File: src/core/mpsc_defs.vh
`ifndef MPSC_DEFS_VH
`define MPSC_DEFS_VH

// strap capture window after reset release, in clock cycles
`define MPSC_STRAP_CYCLES 5'h10
`define MPSC_STRAP_CNT_W 5

// select sample point, once the synchroniser shows the pin level
`define MPSC_SEL_TAKE 5'h04

// oscillator strap codes and rates in hertz
`define MPSC_OSC_1M8 2'h0
`define MPSC_OSC_3M6 2'h1
`define MPSC_OSC_7M3 2'h2
`define MPSC_OSC_14M7 2'h3
`define MPSC_HZ_1M8 24'h1c2000
`define MPSC_HZ_3M6 24'h384000
`define MPSC_HZ_7M3 24'h708000
`define MPSC_HZ_14M7 24'he10000

// interface strap codes and one-hot line types
`define MPSC_IF_RS232 2'h0
`define MPSC_IF_RS422 2'h1
`define MPSC_IF_RS485 2'h2
`define MPSC_IF_UNKNOWN 2'h3
`define MPSC_LT_RS232 4'h1
`define MPSC_LT_RS422 4'h2
`define MPSC_LT_RS485 4'h4
`define MPSC_LT_UNKNOWN 4'h8

// port population thermometer codes
`define MPSC_POP_NONE 4'h0
`define MPSC_POP_8 4'h1
`define MPSC_POP_16 4'h3
`define MPSC_POP_24 4'h7
`define MPSC_POP_32 4'hf

// chain limits
`define MPSC_UNITS_MAX 2'h3

// prescaler divide-by-4 count
`define MPSC_DIV4_LAST 2'h3

// expansion address fields
`define MPSC_ADDR_UNIT_HI 7
`define MPSC_ADDR_UNIT_LO 6
`define MPSC_ADDR_CHAN_HI 5
`define MPSC_ADDR_CHAN_LO 3
`define MPSC_ADDR_REG_HI 2
`define MPSC_ADDR_REG_LO 0

`endif

File: src/core/mpsc_top.v
`timescale 1ns/100ps
`default_nettype none
`include "mpsc_defs.vh"

module mpsc_top (
  // clock and reset
  input wire clk,
  input wire resetn,
  // board straps
  input wire multiport_expansion,
  input wire prescale_select,
  // daisy chain
  input wire [1:0] chain_in,
  output reg [1:0] chain_out,
  // dual-role pins 3..0: input, output, output enable
  input wire [3:0] dual_pin_in,
  output reg [3:0] dual_pin_out,
  output reg [3:0] dual_pin_oe,
  // expansion address decode
  input wire [7:0] addr,
  output reg unit_hit_q,
  output reg [2:0] chan_sel_q,
  output reg [2:0] reg_sel_q,
  // captured configuration
  output reg expansion_mode_q,
  output reg [1:0] osc_freq_strap,
  output reg [1:0] line_iface_strap,
  output reg [23:0] uart_clk_hz_q,
  output reg [3:0] line_type_q,
  output reg [3:0] port_population_n,
  output reg strap_done_q,
  // prescaler
  output reg modem_control_reg_b7,
  output reg prescale_en_q
);

  // ********************************
  // input synchronisers
  // ********************************

  wire [7:0] sync_raw;
  wire [7:0] sync_lvl;
  wire mode_s;
  wire sel_s;
  wire [1:0] chain_s;
  wire [3:0] pins_s;

  // pack the asynchronous inputs; widths must add up to the instance width
  assign sync_raw = {multiport_expansion, prescale_select, chain_in, dual_pin_in};
  assign mode_s = sync_lvl[7];
  assign sel_s = sync_lvl[6];
  assign chain_s = sync_lvl[5:4];
  assign pins_s = sync_lvl[3:0];

  // one shared instance keeps all strap inputs on identical latency
  mpsc_sync3 #(
    .W(8)
  ) u_sync (
    .clk(clk),
    .resetn(resetn),
    .async_in(sync_raw),
    .level_q(sync_lvl)
  );

  // ********************************
  // strap capture window
  // ********************************

  reg [`MPSC_STRAP_CNT_W-1:0] strap_cnt_q;
  reg [3:0] strap_q;
  reg sel_taken_q;
  reg div4_q;
  reg [1:0] pre_cnt_q;

  // pins stay inputs while the counter runs; the value seen last is kept
  // a sixteen-cycle window leaves ample margin over the synchroniser delay
  always @(posedge clk or negedge resetn) begin
    if (!resetn) begin
      strap_cnt_q <= {`MPSC_STRAP_CNT_W{1'b0}};
      strap_q <= 4'h0;
      strap_done_q <= 1'b0;
    end else if (!strap_done_q) begin
      strap_q <= pins_s;
      if (strap_cnt_q == `MPSC_STRAP_CYCLES - 5'h01) begin
        strap_done_q <= 1'b1;
      end else begin
        strap_cnt_q <= strap_cnt_q + 5'h01;
      end
    end
  end

  // ********************************
  // strap decode
  // ********************************

  // decoded copies update once, at the end of the window, from the sample
  // held one cycle before the last, while the pins were still inputs
  always @(posedge clk or negedge resetn) begin
    if (!resetn) begin
      osc_freq_strap <= 2'h0;
      line_iface_strap <= 2'h0;
      uart_clk_hz_q <= `MPSC_HZ_1M8;
      line_type_q <= `MPSC_LT_RS232;
    end else if (!strap_done_q && strap_cnt_q == `MPSC_STRAP_CYCLES - 5'h01) begin
      osc_freq_strap <= strap_q[1:0];
      line_iface_strap <= strap_q[3:2];
      case (strap_q[1:0])
        `MPSC_OSC_1M8: uart_clk_hz_q <= `MPSC_HZ_1M8;
        `MPSC_OSC_3M6: uart_clk_hz_q <= `MPSC_HZ_3M6;
        `MPSC_OSC_7M3: uart_clk_hz_q <= `MPSC_HZ_7M3;
        default: uart_clk_hz_q <= `MPSC_HZ_14M7;
      endcase
      case (strap_q[3:2])
        `MPSC_IF_RS232: line_type_q <= `MPSC_LT_RS232;
        `MPSC_IF_RS422: line_type_q <= `MPSC_LT_RS422;
        `MPSC_IF_RS485: line_type_q <= `MPSC_LT_RS485;
        default: line_type_q <= `MPSC_LT_UNKNOWN;
      endcase
    end
  end

  // ********************************
  // daisy chain and population
  // ********************************

  // next-state values of the chain and population registers
  reg [3:0] pop_d;
  reg [1:0] chain_d;

  // chain carries count of units ahead; this unit adds one, saturating at three
  always @* begin
    chain_d = 2'h0;
    pop_d = `MPSC_POP_NONE;
    if (mode_s) begin
      if (chain_s == `MPSC_UNITS_MAX) begin
        chain_d = `MPSC_UNITS_MAX;
      end else begin
        chain_d = chain_s + 2'h1;
      end
      case (chain_s)
        2'h0: pop_d = `MPSC_POP_8;
        2'h1: pop_d = `MPSC_POP_16;
        2'h2: pop_d = `MPSC_POP_24;
        default: pop_d = `MPSC_POP_32;
      endcase
    end
  end

  // pins turn to outputs only after the window and only in expansion mode
  always @(posedge clk or negedge resetn) begin
    if (!resetn) begin
      expansion_mode_q <= 1'b0;
      chain_out <= 2'h0;
      port_population_n <= `MPSC_POP_NONE;
      dual_pin_out <= 4'h0;
      dual_pin_oe <= 4'h0;
    end else begin
      expansion_mode_q <= mode_s;
      chain_out <= chain_d;
      port_population_n <= pop_d;
      dual_pin_out <= pop_d;
      dual_pin_oe <= {4{strap_done_q & mode_s}};
    end
  end

  // ********************************
  // expansion address decode
  // ********************************

  // normal mode leaves the unit field unused, so every address hits
  always @(posedge clk or negedge resetn) begin
    if (!resetn) begin
      unit_hit_q <= 1'b0;
      chan_sel_q <= 3'h0;
      reg_sel_q <= 3'h0;
    end else begin
      if (mode_s) begin
        unit_hit_q <= (addr[`MPSC_ADDR_UNIT_HI:`MPSC_ADDR_UNIT_LO] == chain_s);
      end else begin
        unit_hit_q <= 1'b1;
      end
      chan_sel_q <= addr[`MPSC_ADDR_CHAN_HI:`MPSC_ADDR_CHAN_LO];
      reg_sel_q <= addr[`MPSC_ADDR_REG_HI:`MPSC_ADDR_REG_LO];
    end
  end

  // ********************************
  // clock prescaler
  // ********************************

  // an async reset may not load a pin, so the select is taken once the
  // synchroniser has settled, four cycles after release; the board must
  // therefore hold the select level for a few cycles past reset
  always @(posedge clk or negedge resetn) begin
    if (!resetn) begin
      sel_taken_q <= 1'b0;
      div4_q <= 1'b0;
      modem_control_reg_b7 <= 1'b0;
    end else if (!sel_taken_q && strap_cnt_q == `MPSC_SEL_TAKE) begin
      sel_taken_q <= 1'b1;
      div4_q <= ~sel_s;
      modem_control_reg_b7 <= ~sel_s;
    end
  end

  // one-cycle enable: every cycle for divide-by-1, every fourth for divide-by-4
  always @(posedge clk or negedge resetn) begin
    if (!resetn) begin
      pre_cnt_q <= 2'h0;
      prescale_en_q <= 1'b0;
    end else if (!sel_taken_q) begin
      pre_cnt_q <= 2'h0;
      prescale_en_q <= 1'b0;
    end else begin
      pre_cnt_q <= pre_cnt_q + 2'h1;
      prescale_en_q <= ~div4_q | (pre_cnt_q == `MPSC_DIV4_LAST);
    end
  end

endmodule

`default_nettype wire

File: src/core/mpsc_sync3.v
`timescale 1ns/100ps
`default_nettype none

// three-stage synchroniser; output moves only once stages two and three agree
module mpsc_sync3 #(
  parameter W = 1
) (
  // clock and reset
  input wire clk,
  input wire resetn,
  // asynchronous level in, filtered level out
  input wire [W-1:0] async_in,
  output reg [W-1:0] level_q
);

  reg [W-1:0] s1_q;
  reg [W-1:0] s2_q;
  reg [W-1:0] s3_q;
  integer i;

  // s1 feeds only s2, so metastability never reaches the compare
  always @(posedge clk or negedge resetn) begin
    if (!resetn) begin
      s1_q <= {W{1'b0}};
      s2_q <= {W{1'b0}};
      s3_q <= {W{1'b0}};
      level_q <= {W{1'b0}};
    end else begin
      s1_q <= async_in;
      s2_q <= s1_q;
      s3_q <= s2_q;
      for (i = 0; i < W; i = i + 1) begin
        if (s2_q[i] == s3_q[i]) begin
          level_q[i] <= s3_q[i];
        end
      end
    end
  end

endmodule

`default_nettype wire

File: config.mk
export PLATFORM = sky130hd
export DESIGN_NAME = mpsc_top
export DESIGN_NICKNAME = d
export VERILOG_FILES = /design/src/core/mpsc_top.v /design/src/core/mpsc_sync3.v
export VERILOG_INCLUDE_DIRS = /design/src /design/src/core
export SDC_FILE = /design/constraint.sdc
export NUM_CORES = 1
export LEC_CHECK = 0
export BUFFER_PORTS_ARGS = -buffer_cell sky130_fd_sc_hd__buf_2
export CORE_AREA = 3 3 77 79
export DETAILED_ROUTE_END_ITERATION = 12
export DIE_AREA = 0 0 80 82
export PLACE_DENSITY = 0.77
export REMOVE_ABC_BUFFERS = 1
export SLEW_MARGIN = 15
export SYNTH_ARGS = -nofsm -noshare
export SYNTH_HDL_FRONTEND = slang
export SYNTH_SLANG_ARGS = --single-unit
export TNS_END_PERCENT = 20
File: constraint.sdc
create_clock -name clk -period 3.2 [get_ports clk]
set_clock_uncertainty 0.15 [all_clocks]
set_input_delay 0.32 -clock clk [delete_from_list [all_inputs] [get_ports clk]]
set_output_delay 0.32 -clock clk [all_outputs]
set_load 0.005 [all_outputs]
[Yosys cells after proc, flatten, opt, wreduce, memory -nomap -nowiden]
Index checks and enable logic that the tools add are counted.
Operators by class
  $add $sub $neg: 3
  equality and inequality tests: 19
  muxes and demuxes: 11
  bitwise operators: 6
  reductions and logical operators: 8
Operators with widths (count)
  24-bit one-hot mux with 3 select lines: 1
  4-bit one-hot mux with 3 select lines: 2
  2-bit equality test (second input constant): 5
  1-bit equality test: 8
  2-bit by 1-bit equality test with 1-bit output (second input constant): 3
  2-bit zero test: 3
  2-bit two-way mux: 3
  5-bit by 1-bit adder with 5-bit output (second input constant): 1
  5-bit by 3-bit equality test with 1-bit output (second input constant): 1
  5-bit by 4-bit equality test with 1-bit output (second input constant): 1
  2-bit by 1-bit adder with 2-bit output (second input constant): 2
  1-bit two-way mux: 4
  4-bit two-way mux: 1
  1-bit inverter: 4
  2-bit equality test: 1
  1-bit logical AND: 2
  1-bit zero test: 2
  2-bit AND reduction: 1
  1-bit AND: 1
  1-bit OR: 1
Storage, ports and cells
  flip-flop bits (word level): 94
  word-level logic and storage cells: 76

[Depth between registers and ports, before layout]
Gate-level depths: netlist (run 1).
  word-level depth: 3
  gate-level depth with buffers: 8

[Hierarchy]
A second synthesis (run 1) with hierarchy kept.
Second synthesis, totals
  cells, all modules: 197
  area total of the unflattened synthesis: 2747.6 sq um
Modules (own cells, without submodules)
  mpsc_top: instances 1, cells an instance 157, area each 1856.8 sq um, seq. area each 1106.1 sq um
  mpsc_sync3: instances 1, cells an instance 40, area each 890.9 sq um, seq. area each 800.8 sq um

[Worst setup path after synthesis (run 1)]
Ideal clock, no wire load.
  kind: reg-to-reg
  start point: reg strap_cnt_q[0]
  end point: reg uart_clk_hz_q[15]
  setup time: 0.117 ns
  arrival: 1.406 ns
  required time: 2.933 ns
  setup slack: 1.527 ns
  cell stages (with the launch flop): 8
  cells stage by stage: dfrtp_1 ha_1 and3_1 ha_1 nor2b_2 buf_4 nand3b_1 nand2_1
Between the ends
  word-level cells in the longest chain between the ends: 2
Ends and longest elaborated chain
  from (decl): line mpsc_top.v:69  | reg [`MPSC_STRAP_CNT_W-1:0] strap_cnt_q;
  from (signal assigned): line mpsc_top.v:79  | strap_cnt_q <= {`MPSC_STRAP_CNT_W{1'b0}};
  from (signal assigned): line mpsc_top.v:87  | strap_cnt_q <= strap_cnt_q + 5'h01;
  5-bit by 4-bit equality test with 1-bit output: line mpsc_top.v:104  | end else if (!strap_done_q && strap_cnt_q == `MPSC_STRAP_CYCLES - 5'h01) begin
  1-bit logical AND: line mpsc_top.v:104
  to (signal assigned): line mpsc_top.v:102  | uart_clk_hz_q <= `MPSC_HZ_1M8;
  to (signal assigned): line mpsc_top.v:108  | `MPSC_OSC_1M8: uart_clk_hz_q <= `MPSC_HZ_1M8;
  to (signal assigned): line mpsc_top.v:109  | `MPSC_OSC_3M6: uart_clk_hz_q <= `MPSC_HZ_3M6;
  to (decl): line mpsc_top.v:28  | output reg [23:0] uart_clk_hz_q,
No other way between the ends.
A chain may end at the register's enable or synchronous reset.

[Worst setup path in the final report (run 1)]
  start point: reg strap_cnt_q[0]
  end point: reg line_type_q[0]
Between the ends
  word-level cells in the longest chain between the ends: 2
Ends and longest elaborated chain
  5-bit by 4-bit equality test with 1-bit output: line mpsc_top.v:104
  1-bit logical AND: line mpsc_top.v:104
  to (signal assigned): line mpsc_top.v:103  | line_type_q <= `MPSC_LT_RS232;
  to (signal assigned): line mpsc_top.v:114  | `MPSC_IF_RS232: line_type_q <= `MPSC_LT_RS232;
  to (signal assigned): line mpsc_top.v:115  | `MPSC_IF_RS422: line_type_q <= `MPSC_LT_RS422;
  to (decl): line mpsc_top.v:29  | output reg [3:0] line_type_q,
No other way between the ends.

==> impl_metrics.py, run 1 <==
metrics = {
    "detailed_routing": {
        "dr.pass1.iters": 4,
        "wl_mm": 3.863,
        "drtIter0Drc": 60,
        "antenna_left": 0,
        "post-route-drc-count": 0,
        "dr_total_vias": 1533,
        "viasPerCell": 4.456,
        "wire_per_inst_um": 11.23,
    },
    "yosys": {
        "async_flop_share_pct": 100.0,
        "synth_edf_count": 0,
        "ys.flop_type": "dfrtp_1",
        "synthesis.area_um2": 2725,
        "synth_area_leaders": "dfrtp_1 66%, buf_4 7.2%, nand2_1 4.1%",
        "ys_warn_count": 0,
        "synth.most_common_cell": "dfrtp_1",
        "synthCells": 197,
        "yosysSeqAreaShare_pct": 69.97,
        "yosys.area.top_type_share_pct": 66.12,
        "avgSynthCellArea_um2": 13.83,
        "synth-seq-cells": 76,
        "synth_top_area_cell": "dfrtp_1",
        "synth_cell_types": 32,
        "synth_commonest_cells": "72 x dfrtp_1, 30 x nand2_1, 26 x buf_4",
    },
    "global_routing": {
        "grt_pass1_vias": 1411,
        "grt.total_usage_pct": 12.95,
        "grt_pass1_wl_mm": 6.237,
        "met2_usage_pct": 21.11,
        "antenna_found_initial": 0,
        "use_met1_pct": 14.89,
        "grt-ovfl-total": 0,
        "gr-max-usage-layer": "met2",
        "gr-usage-met3_pct": 3.728,
        "grt_max_degree": 77,
    },
    "power_and_ir_drop": {
        "intPower_mw": 1.432,
        "pwr-share-clk_pct": 34.2,
        "power.density_nw_per_um2": 564.2,
        "sw_frac_of_total_pct": 22.17,
        "combinationalPowerShare_pct": 7.7,
        "seqPwrFrac_pct": 58.1,
        "leakage_nw": 1.601,
        "ir_drop_v": 0.0003627,
        "p_switching_mw": 0.4081,
    },
    "worst_setup_path": {
        "cp_max_fo": 17,
        "cp.required_ns": 3.29,
        "critPathArrivalTime_ns": 2.04,
        "startpoint_type": "flop",
        "r2r_cells": 6,
        "end_kind": "flop",
        "criticalPathCategory": "flop to flop",
    },
    "cells_and_area": {
        "antenna_cells": 0,
        "fill_cells": 430,
        "synthToLayoutAreaGrowth_pct": 19.70,
        "layout-drive-gt1-share_pct": 30.88,
        "fin_area_um2": 3262,
        "nNetsFinal": 289,
        "final_util_pct": 60.35,
    },
    "hold_path": {
        "min_path_cells": 3,
        "hp-class": "primary input to flop",
    },
    "die": {
        "die_area_um2": 6560,
        "die_w_um": 80,
        "floorplan.initialDensity_pct": 50.42,
        "boundaryPins": 75,
        "die_h_um": 82,
        "fp.coreArea_um2": 5405,
        "rows": 27,
    },
    "placement": {
        "io_buffers": 60,
        "place_congestion": 0.7019,
        "placed_area_um2": 2938,
        "place_hpwl_mm": 2.511,
        "post-place-ws_ns": 1.255,
    },
    "sta": {
        "worst_slew_pin_slew_ns": 0.8951,
        "timing.final.hold_violations": 0,
        "finalMaxSlewViolations": 0,
        "max_clock_freq_ghz": 0.5116,
        "setup_tns_ns": 0,
        "relSlewSlack_pct": 40.32,
        "fin_crit_sh_pct": 61.08,
        "fin_hold_ws_ns": 0.1317,
        "setup_viol": 0,
        "worst_slack_ns": 1.245,
        "rsz0062_at_grt": "false",
        "finalCriticalPeriod_ns": 1.955,
    },
    "clock_tree": {
        "cts-htree-levels": 3,
        "post_cts_buffers": 0,
        "cts_buffers": 9,
        "hold_buffers": 15,
        "ctsRootBufferMaster": "clkbuf_8",
        "cts-resized-gates": 0,
        "cts_tree": "done",
        "cts_sinks": 76,
        "clk_path_buf_depth": 2,
        "clk_pin_slew_ns": 0.07,
        "clkLatencyLatePin_ns": 0.33,
    },
    "outcome": {
        "status": "complete, no violations",
    },
    "job": {
        "drv_cap": 0,
    },
}
[critical path, stage by stage (launching register included)]
cell      delay, ns
dfrtp_1        0.40
ha_1           0.21
and3_1         0.18
ha_1           0.22
nand2b_1       0.49
nand2_1        0.12
o31ai_1        0.09
[registers in the layout (all words and copies together), names as in the netlist, 3 cells and up]
name,flops
line_type_q,4
strap_cnt_q,5
uart_clk_hz_q,8
u_sync.s3_q,8
reg_sel_q,3
u_sync.s1_q,8
chan_sel_q,3
u_sync.level_q,8
u_sync.s2_q,8
port_population_n,3
strap_q,4
[kinds of logic (layout without fill, tap and decap cells)]
kind of cell | after synthesis | count (layout) | synth area share, %
XOR/XNOR | 5 | 5 | 1.607
multiplexers | 5 | 5 | 2.020
buffers and inverters | 35 | 97 | 9.229
AO/OA/AOI/OAI | 10 | 10 | 2.387
adder cells (fa/ha/maj) | 12 | 12 | 4.775
other | 1 | 14 | 0.1376
flip-flops | 76 | 76 | 69.97
AND/OR/NAND/NOR | 53 | 53 | 9.872
[metal layers]
metal / up-vias / wire length [um]
li1: 735 / -
met1: 735 / 1631
met2: 55 / 1884
met3: 8 / 266
met4: 0 / 80
met5: - / 0
[power by group through the flow]
| stage | sequential, mW | clock (mW) | combinational, mW |
|---|---|---|---|
| CTS | 1.07 | 0.659 | 0.145 |
| floorplan | 1.09 | 0 | 0.0411 |
| global placement | 1.09 | 0 | 0.127 |
| global route | 1.08 | 0.708 | 0.162 |
| detailed placement | 1.09 | 0 | 0.131 |
| finish | 1.07 | 0.629 | 0.142 |
[worst paths after layout]
check	from	endpoint	slack (ns)
worst max-delay path	strap_cnt_q[0]	line_type_q[0]	1.25
worst min-delay path	addr[7]	unit_hit_q	0.13
worst max register to register	strap_cnt_q[0]	line_type_q[0]	1.25
worst min register to register	u_sync.s1_q[5]	u_sync.s2_q[5]	0.19
max in group asynchronous	resetn	u_sync.level_q[6]	1.81
min in group asynchronous	resetn	chain_out[1]	0.51
[through the flow]
step,instances,total power [mW]
6_report,344,1.840
5_1_grt,344,1.948
4_1_cts,344,1.874
3_5_place_dp,313,1.220
3_3_place_gp,313,1.213
2_1_floorplan,181,1.131
[placed cells by master, fill, tap and decap left out]
cell,instances
nor3_4,1
clkbuf_8,11
o21ai_0,3
dfstp_2,4
nor2b_2,1
conb_1,14
a21boi_0,1
buf_4,1
nand3b_1,4
buf_2,59
nor2_4,1
ha_1,4
o21a_1,3
xor2_1,2
clkinvlp_4,1
nor2b_1,1
maj3_1,8
or2_2,1
and4_1,1
mux2_2,4
mux2i_1,1
clkbuf_1,4
dfrtp_1,72
nand4_1,1
a21oi_1,1
nand2b_1,1
a21o_1,1
and2_1,3
xnor2_1,3
nand3_1,2
o31ai_1,1
and3_1,2
nand2_1,30
dlygate4sd3_1,15
nor2_1,4
inv_1,6
[final cells by class]
| cell class | count | area (um2) | area share [%] |
|---|---|---|---|
| Clock buffer | 15 | 166.4 | 5.102 |
| Clock inverter | 1 | 7.507 | 0.2301 |
| Timing Repair Buffer | 75 | 452.9 | 13.89 |
| Inverter | 6 | 22.52 | 0.6904 |
| Tap cell | 72 | 90.09 | 2.762 |
| Sequential cell | 76 | 1907 | 58.46 |
| Multi-Input combinational cell | 99 | 615.6 | 18.87 |
Note: power is estimated with default switching activity, not from simulation.
==> run 2, diff against run 1 <==
CORE_AREA = 3 3 78 80   (was 3 3 77 79)
DIE_AREA = 0 0 81 83   (was 0 0 80 82)
PLACE_DENSITY = 0.76   (was 0.77)
clock period = 1.9 ns   (was 3.2 ns; I/O delays follow)
==> run 2 against run 1 <==
Hold slack got worse by 0.11 ns; clock power is 110% higher; routed wire length is 1.2% higher; sequential share of layout area is 1.6 points lower; core utilization grew 0.97 points; critical endpoint is now strap_cnt_q[3]; largest cell class unchanged; largest power group unchanged.
==> impl_metrics.py, run 2 (synthesized netlist as in run 1, its figures left out) <==
metrics = {
    "cells_and_area": {
        "final_cells": 348,
        "final_cell_mix": "72 x dfrtp_1, 59 x buf_2, 30 x nand2_1, 16 x dlygate4sd3_1, 14 x conb_1",
        "mostFrequentLayoutCell": "dfrtp_1",
        "fill_cells": 434,
        "layout-drive-gt1-share_pct": 32.25,
        "antenna_cells": 0,
        "synthToLayoutAreaGrowth_pct": 23.14,
        "regArea_um2": 1907,
        "nNetsFinal": 293,
        "multi_input_area_um2": 620.6,
    },
    "worst_setup_path": {
        "critPathArrivalTime_ns": 1.83,
        "r2r_slack_ns": 0.13,
        "cp.required_ns": 1.96,
        "end_kind": "flop",
        "startpoint_type": "flop",
        "criticalPathCategory": "flop to flop",
        "cp_max_fo": 8,
    },
    "global_routing": {
        "grt.total_usage_pct": 12.98,
        "antenna_found_initial": 0,
        "grt_max_degree": 59,
        "grt_pass1_vias": 1432,
        "grt_pass1_wl_mm": 6.768,
        "grt-ovfl-total": 0,
    },
    "placement": {
        "place_congestion": 0.7334,
        "placed_cells": 316,
        "io_buffers": 60,
        "place_hpwl_mm": 2.530,
    },
    "sta": {
        "setup_viol": 0,
        "max_clock_freq_ghz": 0.5645,
        "finalMaxSlewViolations": 0,
        "timing.final.hold_violations": 0,
        "setup_tns_ns": 0,
        "fin_crit_sh_pct": 93.23,
        "rsz0062_at_grt": "false",
        "finalCriticalPeriod_ns": 1.771,
    },
    "die": {
        "floorplan.initialDensity_pct": 49.79,
        "fp.coreArea_um2": 5473,
        "die_area_um2": 6723,
        "boundaryPins": 75,
        "rows": 27,
        "die_w_um": 81,
        "die_h_um": 83,
    },
    "clock_tree": {
        "cts_buffers": 9,
        "post_cts_buffers": 0,
        "cts_sinks": 76,
        "clk_path_buf_depth": 2,
        "cts_tree": "done",
        "clk_pin_slew_ns": 0.07,
        "cts-htree-levels": 3,
        "clkLatencyLatePin_ns": 0.33,
        "ctsRootBufferMaster": "clkbuf_8",
    },
    "detailed_routing": {
        "wl_mm": 3.908,
        "dr.pass1.iters": 3,
        "post-route-drc-count": 0,
        "viasPerCell": 4.394,
        "antenna_left": 0,
        "drtIter0Drc": 77,
        "wire_per_inst_um": 11.23,
        "dr_total_vias": 1529,
    },
    "outcome": {
        "status": "complete, no violations",
    },
    "job": {
        "drv_cap": 0,
    },
    "hold_path": {
        "hp-class": "primary input to flop",
    },
    "power_and_ir_drop": {
        "ir_drop_v": 0.0005873,
        "power.density_nw_per_um2": 999.4,
        "leakage_nw": 1.652,
    },
}
==> run 2: cell types whose count changed in the layout (fill, tap and decap cells not counted) <==
cell,change
buf_12,+1
clkbuf_8,-1
buf_4,+2
clkinv_2,+1
nor2b_2,-1
dlygate4sd3_1,+1
bufinv_16,+2
clkbuf_1,-2
nor2b_4,+1
==> run 2: final timing paths <==
kind	from	depth (start not counted)	to
max in group asynchronous	resetn	3	line_type_q[0]
min	addr[6]	3	unit_hit_q
min reg2reg	u_sync.s1_q[5]	0	u_sync.s2_q[5]
max reg2reg	strap_cnt_q[0]	6	strap_cnt_q[3]
max	strap_cnt_q[0]	6	strap_cnt_q[3]
min in group asynchronous	resetn	2	uart_clk_hz_q[15]
==> run 2: metal layers <==
metal | vias up | wire length [um] | global-route usage [%]
li1 | 742 | - | -
met5 | - | 0 | 0
met2 | 56 | 1826 | 19.04
met1 | 725 | 1735 | 17.14
met3 | 6 | 308 | 4.338
met4 | 0 | 38 | 6.452
==> run 2: area by class of cell <==
type                       count  share of cell area [%]
timing repair buffer          79                   14.84
tap                           72                   2.685
clock buffer                  12                   4.325
clock inverter                 4                   2.163
inverter                       6                  0.6711
multi-input combinational     99                   18.49
sequential                    76                   56.82
==> run 2: metrics by stage <==
stage	setup slack (ns)	cell area [um2]	power [mW]	utilization [%]	hold WS, ns
floorplan	0.1337	2545	1.904	-	-0.2556
global placement	0.1089	2973	2.049	54.32	-0.07434
detailed placement	0.04812	2973	2.059	54.32	-0.06761
CTS	0.007359	3351	3.395	61.23	0.009636
global route	0.03285	3356	3.533	61.32	0.02472
finish	0.1286	3356	3.354	61.32	0.02213
==> run 2: repair_timing <==
| item | CTS | global route |
|---|---|---|
| endpoints found under the hold margin | 89 | 0 |
| setup endpoints to repair | 0 | 5 |
| hold buffers | 16 | 0 |
| resized for setup | 0 | 1 |
==> run 2: worst max-delay path, stage by stage (launching register included) <==
cell	delay (ns)
dfrtp_1	0.40
ha_1	0.22
and3_1	0.18
ha_1	0.23
nor2_4	0.21
nand4_1	0.14
xnor2_1	0.14
==> run 2: report_power, final <==
| group | switching (mW) | internal (mW) | leakage [nW] | total [mW] |
|---|---|---|---|---|
| sequential | 0.0672 | 1.73 | 0.879 | 1.80 |
| clock | 0.532 | 0.775 | 0.107 | 1.31 |
| combinational | 0.111 | 0.136 | 0.667 | 0.246 |
==> run 3, diff against run 2 <==
CORE_AREA = 3 3 77 79   (was 3 3 78 80)
CTS_BUF_LIST = sky130_fd_sc_hd__clkbuf_8   (was unset)
DIE_AREA = 0 0 80 82   (was 0 0 81 83)
PLACE_DENSITY = 0.77   (was 0.76)
==> run 3 against run 2 <==
Hold slack improved by 0.0053 ns; clock-buffer cell count fell by 2; critical path depth did not move; final area fell by 0.75%; routed wire length rose by 3.3%; combinational power barely moved; first-iteration DRC count rose by 32%; critical path type unchanged; highest routed layer unchanged.
==> impl_metrics.py, run 3 (synthesized netlist as in run 1, its figures left out) <==
metrics = {
    "power_and_ir_drop": {
        "intPower_mw": 2.491,
        "power.density_nw_per_um2": 958.2,
        "sw_frac_of_total_pct": 21.94,
        "leakage_nw": 1.659,
        "combinationalPowerShare_pct": 7.7,
        "seqPwrFrac_pct": 56.5,
        "p_switching_mw": 0.7001,
        "ir_drop_v": 0.0005593,
        "pwr-share-clk_pct": 35.8,
    },
    "die": {
        "boundaryPins": 75,
        "die_h_um": 82,
        "die_w_um": 80,
        "rows": 27,
        "die_area_um2": 6560,
        "fp.coreArea_um2": 5405,
        "floorplan.initialDensity_pct": 50.42,
    },
    "cells_and_area": {
        "fill_cells": 435,
        "antenna_cells": 0,
        "synthToLayoutAreaGrowth_pct": 22.22,
        "mostFrequentLayoutCell": "dfrtp_1",
        "nNetsFinal": 292,
        "final_cell_mix": "72 x dfrtp_1, 59 x buf_2, 30 x nand2_1, 16 x dlygate4sd3_1, 14 x conb_1",
        "final_util_pct": 61.62,
        "final_cells": 347,
        "layout-drive-gt1-share_pct": 31.27,
    },
    "global_routing": {
        "grt_pass1_vias": 1470,
        "grt-ovfl-total": 0,
        "grt.total_usage_pct": 13.86,
        "grt_max_degree": 53,
        "antenna_found_initial": 0,
        "grt_pass1_wl_mm": 6.658,
    },
    "worst_setup_path": {
        "r2r_end": "strap_cnt_q[3]",
        "criticalPathCategory": "flop to flop",
        "startpoint_type": "flop",
        "r2r_slack_ns": 0.14,
        "r2r_cells": 6,
        "cp_max_fo": 8,
        "cp.required_ns": 1.96,
        "end_kind": "flop",
        "worstReg2RegStart": "strap_cnt_q[0]",
        "startpoint": "strap_cnt_q[0]",
        "critPathArrivalTime_ns": 1.82,
        "endpoint": "strap_cnt_q[3]",
    },
    "placement": {
        "post-place-ws_ns": 0.03656,
        "io_buffers": 60,
        "placed_cells": 315,
        "place_congestion": 0.7241,
        "place_hpwl_mm": 2.584,
    },
    "outcome": {
        "status": "complete, no violations",
    },
    "clock_tree": {
        "clk_path_buf_depth": 2,
        "clk_pin_slew_ns": 0.07,
        "cts_sinks": 76,
        "cts-htree-levels": 3,
        "cts_buffers": 9,
        "ctsRootBufferMaster": "clkbuf_8",
        "cts_tree": "done",
        "clkLatencyLatePin_ns": 0.33,
        "post_cts_buffers": 0,
    },
    "sta": {
        "finalCriticalPeriod_ns": 1.761,
        "setup_tns_ns": 0,
        "max_clock_freq_ghz": 0.5678,
        "worst_slack_ns": 0.1388,
        "fin_crit_sh_pct": 92.69,
        "timing.final.hold_violations": 0,
        "fin_hold_ws_ns": 0.02744,
        "setup_viol": 0,
        "finalMaxSlewViolations": 0,
        "rsz0062_at_grt": "false",
    },
    "detailed_routing": {
        "wl_mm": 4.038,
        "dr_total_vias": 1545,
        "wire_per_inst_um": 11.64,
        "antenna_left": 0,
        "viasPerCell": 4.452,
        "post-route-drc-count": 0,
        "dr.pass1.iters": 4,
        "drtIter0Drc": 102,
    },
    "job": {
        "drv_cap": 0,
    },
    "hold_path": {
        "hp-class": "primary input to flop",
    },
}
run 3: cell count changes in the layout (fill, tap and decap cells not counted):
| cell | delta |
|---|---|
| buf_12 | +1 |
| clkbuf_1 | -2 |
| bufinv_16 | -1 |
| inv_1 | +4 |
| clkinvlp_4 | -1 |
| buf_4 | -2 |
run 3: worst min-delay path by stage:
stage	depth (start not counted)	startpoint	endpoint
final	3	addr[6]	unit_hit_q
after global routing	3	addr[6]	unit_hit_q
after CTS	3	addr[6]	unit_hit_q
after detailed placement	1	resetn	unit_hit_q
after global placement	1	resetn	unit_hit_q
after floorplan	0	resetn	chain_out[0]
run 3: power groups by stage:
| stage | combinational (mW) | sequential [mW] | clock [mW] |
|---|---|---|---|
| CTS | 0.252 | 1.80 | 1.18 |
| global route | 0.282 | 1.82 | 1.26 |
| detailed placement | 0.226 | 1.83 | 0 |
| floorplan | 0.0693 | 1.83 | 0 |
| finish | 0.246 | 1.80 | 1.14 |
| global placement | 0.220 | 1.83 | 0 |
run 3: final cells by class:
| type | instances | area (um2) | area share, % |
|---|---|---|---|
| sequential | 76 | 1907 | 57.25 |
| inverter | 6 | 22.52 | 0.6762 |
| clock buffer | 10 | 137.6 | 4.132 |
| clock inverter | 6 | 50.05 | 1.503 |
| timing repair buffer | 78 | 503.0 | 15.10 |
| multi-input combinational | 99 | 620.6 | 18.63 |
| tap | 72 | 90.09 | 2.705 |
run 3: critical path, cell delays in order, from the launching register on:
cell,delay [ns]
dfrtp_1,0.39
ha_1,0.21
and3_1,0.18
ha_1,0.23
nor2_4,0.21
nand4_1,0.14
xnor2_1,0.14
run 3: timing repair:
action                                 4_1_cts  5_1_grt
resized for setup                            0        1
hold buffers                                16        0
endpoints found under the hold margin       91        0
setup endpoints to repair                    0        7
run 3: per-layer routing:
| layer | share of wire (%) | up-vias | wire length, um | global-route usage [%] |
|---|---|---|---|---|
| met5 | 0 | - | 0 | 0 |
| met4 | 2.0 | 0 | 82 | 7.601 |
| met3 | 7.8 | 7 | 316 | 5.921 |
| met2 | 49 | 58 | 1962 | 22.10 |
| met1 | 42 | 738 | 1677 | 15.80 |
| li1 | - | 742 | - | - |
run 3: through the flow:
step                area [um2]  total power [mW]
floorplan                 2545             1.904
global placement          2978             2.048
detailed placement        2978             2.061
CTS                       3326             3.237
global route              3331             3.361
finish                    3331             3.192
